--- src/design/cmcr_pkg.sv ---
package cmcr_pkg;

    // ------------------------------------------------------------
    // Register map
    // ------------------------------------------------------------
    localparam logic [7:0] CMCR_CMD_MODE_CTRL = 8'h32;
    localparam logic [15:0] CMCR_MODE_CTRL_RST = 16'h0030;

    // ------------------------------------------------------------
    // Field positions
    // ------------------------------------------------------------
    localparam int CMCR_BIT_HIZ = 15;
    localparam int CMCR_BIT_RESTORE = 14;
    localparam int CMCR_BIT_REMEASURE = 13;
    localparam int CMCR_BIT_REVERSE = 12;
    localparam int CMCR_BIT_ICO = 11;
    localparam int CMCR_BIT_CONS_ASSIST = 6;
    localparam int CMCR_BIT_PIN_SELECT = 5;

    // ------------------------------------------------------------
    // Port carriers
    // ------------------------------------------------------------
    typedef struct packed {
        logic stb;
        logic [7:0] cmd;
        logic [15:0] data;
    } cmcr_wr_req_s;

    typedef struct packed {
        logic stb;
        logic [7:0] cmd;
    } cmcr_rd_req_s;

    typedef struct packed {
        logic ack;
        logic [15:0] data;
    } cmcr_rd_rsp_s;

    typedef struct packed {
        logic high_impedance;
        logic regulator_on;
        logic system_from_battery;
        logic converter_halt;
        logic floor_measure_req;
        logic restore_all;
        logic reverse_supply_active;
        logic assist_active;
        logic conservative_assist_active;
        logic input_current_optimizer_on;
    } cmcr_ctrl_s;

    // ------------------------------------------------------------
    // Block state
    // ------------------------------------------------------------
    typedef struct packed {
        logic [15:0] mode_ctrl;
        cmcr_rd_rsp_s rsp;
        cmcr_ctrl_s ctrl;
    } cmcr_state_s;

    localparam cmcr_state_s CMCR_STATE_RST = '{
        mode_ctrl: CMCR_MODE_CTRL_RST,
        rsp: '0,
        ctrl: '0
    };

endpackage

--- src/design/cmcr_top.sv ---
`timescale 1ns/1ps
`default_nettype none

module cmcr_top (
    // Clock and reset
    input wire logic CORE_CLK,
    input wire logic RESETN,
    // Register command port
    input wire cmcr_pkg::cmcr_wr_req_s WR_REQ,
    input wire cmcr_pkg::cmcr_rd_req_s RD_REQ,
    output var cmcr_pkg::cmcr_rd_rsp_s RD_RSP,
    // Device pins and analog status
    input wire logic SHARED_PIN,
    input wire logic INPUT_ABOVE_LOCKOUT,
    input wire logic FLOOR_MEASURE_DONE,
    // Mode controls
    output var cmcr_pkg::cmcr_ctrl_s CTRL
);
    import cmcr_pkg::*;

    // ------------------------------------------------------------
    // State
    // ------------------------------------------------------------
    cmcr_state_s st_q;
    cmcr_state_s st_d;
    logic wr_hit;
    logic rd_hit;

    // Command decode for this register only
    assign wr_hit = WR_REQ.stb && (WR_REQ.cmd == CMCR_CMD_MODE_CTRL);
    assign rd_hit = RD_REQ.stb && (RD_REQ.cmd == CMCR_CMD_MODE_CTRL);

    // ------------------------------------------------------------
    // Next state
    // ------------------------------------------------------------
    // Register update, read answer and mode outputs
    always_comb begin
        logic [15:0] r;
        logic restore;
        // Start from the stored word; later steps win in the order
        // below, so a restore always has the last say over a write.
        // The converter outputs are taken from the same word that is
        // stored, so the register and its effects never disagree.
        r = st_q.mode_ctrl;
        restore = 1'b0;
        st_d = st_q;
        // Floor measurement finished: bit drops, converter resumes
        if (FLOOR_MEASURE_DONE && st_q.mode_ctrl[CMCR_BIT_REMEASURE]) begin
            r[CMCR_BIT_REMEASURE] = 1'b0;
        end
        // Host write; a new request wins over a same-cycle completion
        if (wr_hit) begin
            r = WR_REQ.data;
            if (WR_REQ.data[CMCR_BIT_RESTORE]) begin
                restore = 1'b1;
            end
        end
        // Restore reloads defaults, which also clears the restore bit
        if (restore) begin
            r = CMCR_MODE_CTRL_RST;
        end
        r[CMCR_BIT_RESTORE] = 1'b0;
        st_d.mode_ctrl = r;
        // Read answer, one cycle after the request
        st_d.rsp.ack = rd_hit;
        st_d.rsp.data = rd_hit ? st_q.mode_ctrl : st_q.rsp.data;
        // Mode outputs follow the next register value
        // Pins are sampled here, so each pin-gated mode output lags its pin by
        // one clock; the receiver sees no glitch from a pin change.
        st_d.ctrl.restore_all = restore;
        st_d.ctrl.high_impedance = r[CMCR_BIT_HIZ];
        st_d.ctrl.regulator_on = r[CMCR_BIT_HIZ] && INPUT_ABOVE_LOCKOUT;
        st_d.ctrl.system_from_battery =
            r[CMCR_BIT_HIZ] && INPUT_ABOVE_LOCKOUT;
        st_d.ctrl.floor_measure_req = r[CMCR_BIT_REMEASURE];
        st_d.ctrl.converter_halt = r[CMCR_BIT_REMEASURE];
        st_d.ctrl.reverse_supply_active = r[CMCR_BIT_REVERSE]
            && SHARED_PIN && r[CMCR_BIT_PIN_SELECT];
        st_d.ctrl.assist_active =
            SHARED_PIN && !r[CMCR_BIT_PIN_SELECT];
        st_d.ctrl.conservative_assist_active = r[CMCR_BIT_CONS_ASSIST]
            && SHARED_PIN && !r[CMCR_BIT_PIN_SELECT];
        st_d.ctrl.input_current_optimizer_on = r[CMCR_BIT_ICO];
    end

    // State register
    always_ff @(posedge CORE_CLK or negedge RESETN) begin
        if (!RESETN) begin
            st_q <= CMCR_STATE_RST;
        end else begin
            st_q <= st_d;
        end
    end

    // Outputs straight from flops
    assign RD_RSP = st_q.rsp;
    assign CTRL = st_q.ctrl;
endmodule

`default_nettype wire

--- config.mk ---
export PLATFORM = sky130hd
export DESIGN_NAME = cmcr_top
export DESIGN_NICKNAME = d
export VERILOG_FILES = /design/src/design/cmcr_pkg.sv /design/src/design/cmcr_top.sv
export SDC_FILE = /design/constraint.sdc
export NUM_CORES = 1
export LEC_CHECK = 0
export BUFFER_PORTS_ARGS = -buffer_cell sky130_fd_sc_hd__buf_4
export CORE_ASPECT_RATIO = 1.25
export CORE_UTILIZATION = 45
export CTS_CLUSTER_SIZE = 25
export DETAILED_ROUTE_END_ITERATION = 6
export PLACE_DENSITY = 0.74
export SLEW_MARGIN = 20
export SYNTH_ARGS = -nofsm -noshare
export SYNTH_HDL_FRONTEND = slang
export SYNTH_SLANG_ARGS = --single-unit
--- constraint.sdc ---
create_clock -name CORE_CLK -period 2.59 [get_ports CORE_CLK]
set_input_delay 0.518 -clock CORE_CLK [delete_from_list [all_inputs] [get_ports CORE_CLK]]
set_output_delay 0.518 -clock CORE_CLK [all_outputs]
set_load 0.02 [all_outputs]
==> results.yml <==
yosys:
  synth_area_per_cell_um2: 13.0
  yosys_most_used_dff: "dfrtp_1"
  syn_area_um2: 1770
  async_flop_share_pct: 100
  yosys_warnings: 0
  synth_edf_count: 0
  synth.distinct_cells: 22
  syn_inst: 137
  synth_seq_cells: 36
  ys_seq_area_share_pct: 50.9
  syn-num-nets: 176
cts:
  cts_hold_buf: 0
  cts_tree: "done"
  cts_resized: 0
  clk_path_buf_depth: 2
  clk_pin_slew_ps: 70
  cts_setup_buffers: 0
  clock_latency_ps: 280
  cts_sinks: 36
  numCtsBuffers: 5
  htree_num_levels: 2
  root_buffer: "clkbuf_8"
finish:
  final_cell_mix: "64 x buf_4, 34 x dfrtp_1, 15 x mux2_2, 12 x nor2b_1, 12 x mux2_4"
  diodes: 0
  layout_commonest_cell: "buf_4"
  area_growth_syn_to_layout_pct: 23.1
  nNetsFinal: 216
  drive_gt1_share_pct: 58.2
floorplanning:
  dieHeight_um: 72.2
  core_area_um2: 3780
  core.rowCount: 25
  die-area_um2: 4200
  io_pins: 66
  start_util_pct: 46.9
  die_w_um: 58.2
detailed_routing:
  wl_per_cell_um: 13.8
  drt.antenna.violating_nets: 0
  drc: 0
  firstDrtPassIters: 4
  drtIter0Drc: 15
  routed_wl_um: 3180
  post_drt_via_cell_ratio: 4.68
  vias: 1080
critical_path:
  critPathSlowestCell: "or4_4"
  reg2reg_from: "st_q[32]"
  critPathLaunch: "WR_REQ[22]"
  cp.arrival_ps: 1860
  slowest_delay_ps: 700
  cp.required_ps: 2760
  r2r-end: "CTRL[1]"
  rrSetupSlack_ps: 1730
  crit_path_max_fanout: 20
  crit_chain: "buf_4 -> nand4bb_1 -> or4_4 -> mux2_4"
  path_class: "in2reg"
  crit_path_start_kind: "input pin"
  critPathCaptureType: "flip-flop"
  reg2reg_depth: 3
status:
  status: "completed"
sta:
  period_needed_ps: 1700
  hold_slack_ps: 179
  timing.fmax_mhz: 589
  rsz0062_at_grt: "no"
  setup-tns-final_ps: 0
  hold_viol_final: 0
  slew_violations: 0
  worst_pin_slew_ps: 548
  final-setup-viol-count: 0
  max_slew_margin_pct: 63.3
  skew_ps: 2.08
  post-route-period-util_pct: 65.5
placed_design:
  io_buffers: 64
  dp_hpwl_um: 2290
  gp_congestion: 0.690
global_routing:
  grt_pass1_vias: 1075
  grt_max_degree: 37
  antenna_found_initial: 0
  track_usage_pct: 16.3
  grt_pass1_wl_um: 4990
  grt.overflow.total: 0
power:
  powerDensity_nw_per_um2: 506
  leakagePower_nw: 1.25
  ir_drop_v: 0.000282
min_path:
  min_path_type: "in2async"
flow_run:
  drv_cap: 0
kinds of logic after synthesis:
family | Yosys count | synth area share (%)
buffers and inverters | 35 | 14.0
AND/OR/NAND/NOR | 31 | 11.2
flip-flops | 36 | 50.9
other | 1 | 0.211
multiplexers | 34 | 23.6
state kept, by name (all words and copies together) (netlist names):
name,count
CTRL,5
RD_RSP,16
st_q,15
through the flow:
| step | cell area, um^2 | setup slack, ps | std cells | power [mW] | utilization, % |
|---|---|---|---|---|---|
| final | 2180 | 893 | 231 | 1.11 | 57.7 |
| after global routing | 2180 | 801 | 231 | 1.15 | 57.7 |
| after CTS | 2180 | 898 | 231 | 1.12 | 57.7 |
| after detailed placement | 2090 | 593 | 224 | 0.693 | 55.2 |
| after global placement | 2090 | 634 | 224 | 0.688 | 55.2 |
| after floorplan | 1770 | 837 | 137 | 0.630 | - |
power breakdown:
group	leakage [nW]	internal, mW	total (mW)	switching (mW)
logic	0.707	0.0607	0.102	0.0414
clock network	0.0503	0.237	0.426	0.189
registers	0.494	0.572	0.578	0.00600
total	1.25	0.870	1.11	0.236
layer usage:
layer  global-route usage, %  part of all wire (%)  wire length, um
met5                       0                     0                0
met4                    7.94                   2.1               68
met3                    4.63                   5.6              177
met2                    26.6                    50             1590
met1                    19.7                    42             1350
worst max-delay path, delay by kind of cell:
kind	cells	cell delay (ps)
AND/OR/NAND/NOR	2	870
multiplexers	1	370
buffers and inverters	1	110
cell usage after synthesis (2+ instances only):
| cell type | number | area [um^2] |
|---|---|---|
| buf_4 | 27 | 203 |
| nor2_1 | 3 | 11.3 |
| nand3b_1 | 2 | 15.0 |
| mux2_2 | 15 | 169 |
| mux2i_1 | 7 | 70.1 |
| buf_6 | 2 | 22.5 |
| nand2_1 | 5 | 18.8 |
| nor2b_1 | 12 | 75.1 |
| dfrtp_1 | 34 | 851 |
| nand3_1 | 3 | 15.0 |
| dfstp_2 | 2 | 52.6 |
| mux2_4 | 12 | 180 |
| inv_1 | 4 | 15.0 |
cell type report:
class	instances	area, um^2
Fill cell	323	1600
Sequential cell	36	903
Multi-Input combinational cell	66	622
Timing Repair Buffer	64	480
Clock buffer	7	96.3
Tap cell	54	67.6
Inverter	4	15.0
worst max path at each step:
stage | endpoint | slack, ps | depth (start not counted)
6_report | st_q[35] | 890 | 4
5_1_grt | RD_RSP[0] | 800 | 4
4_1_cts | st_q[28] | 900 | 4
3_5_place_dp | st_q[35] | 590 | 4
3_3_place_gp | st_q[35] | 630 | 4
2_1_floorplan | st_q[27] | 840 | 4
No activity file was read; power rests on OpenSTA's default activity.
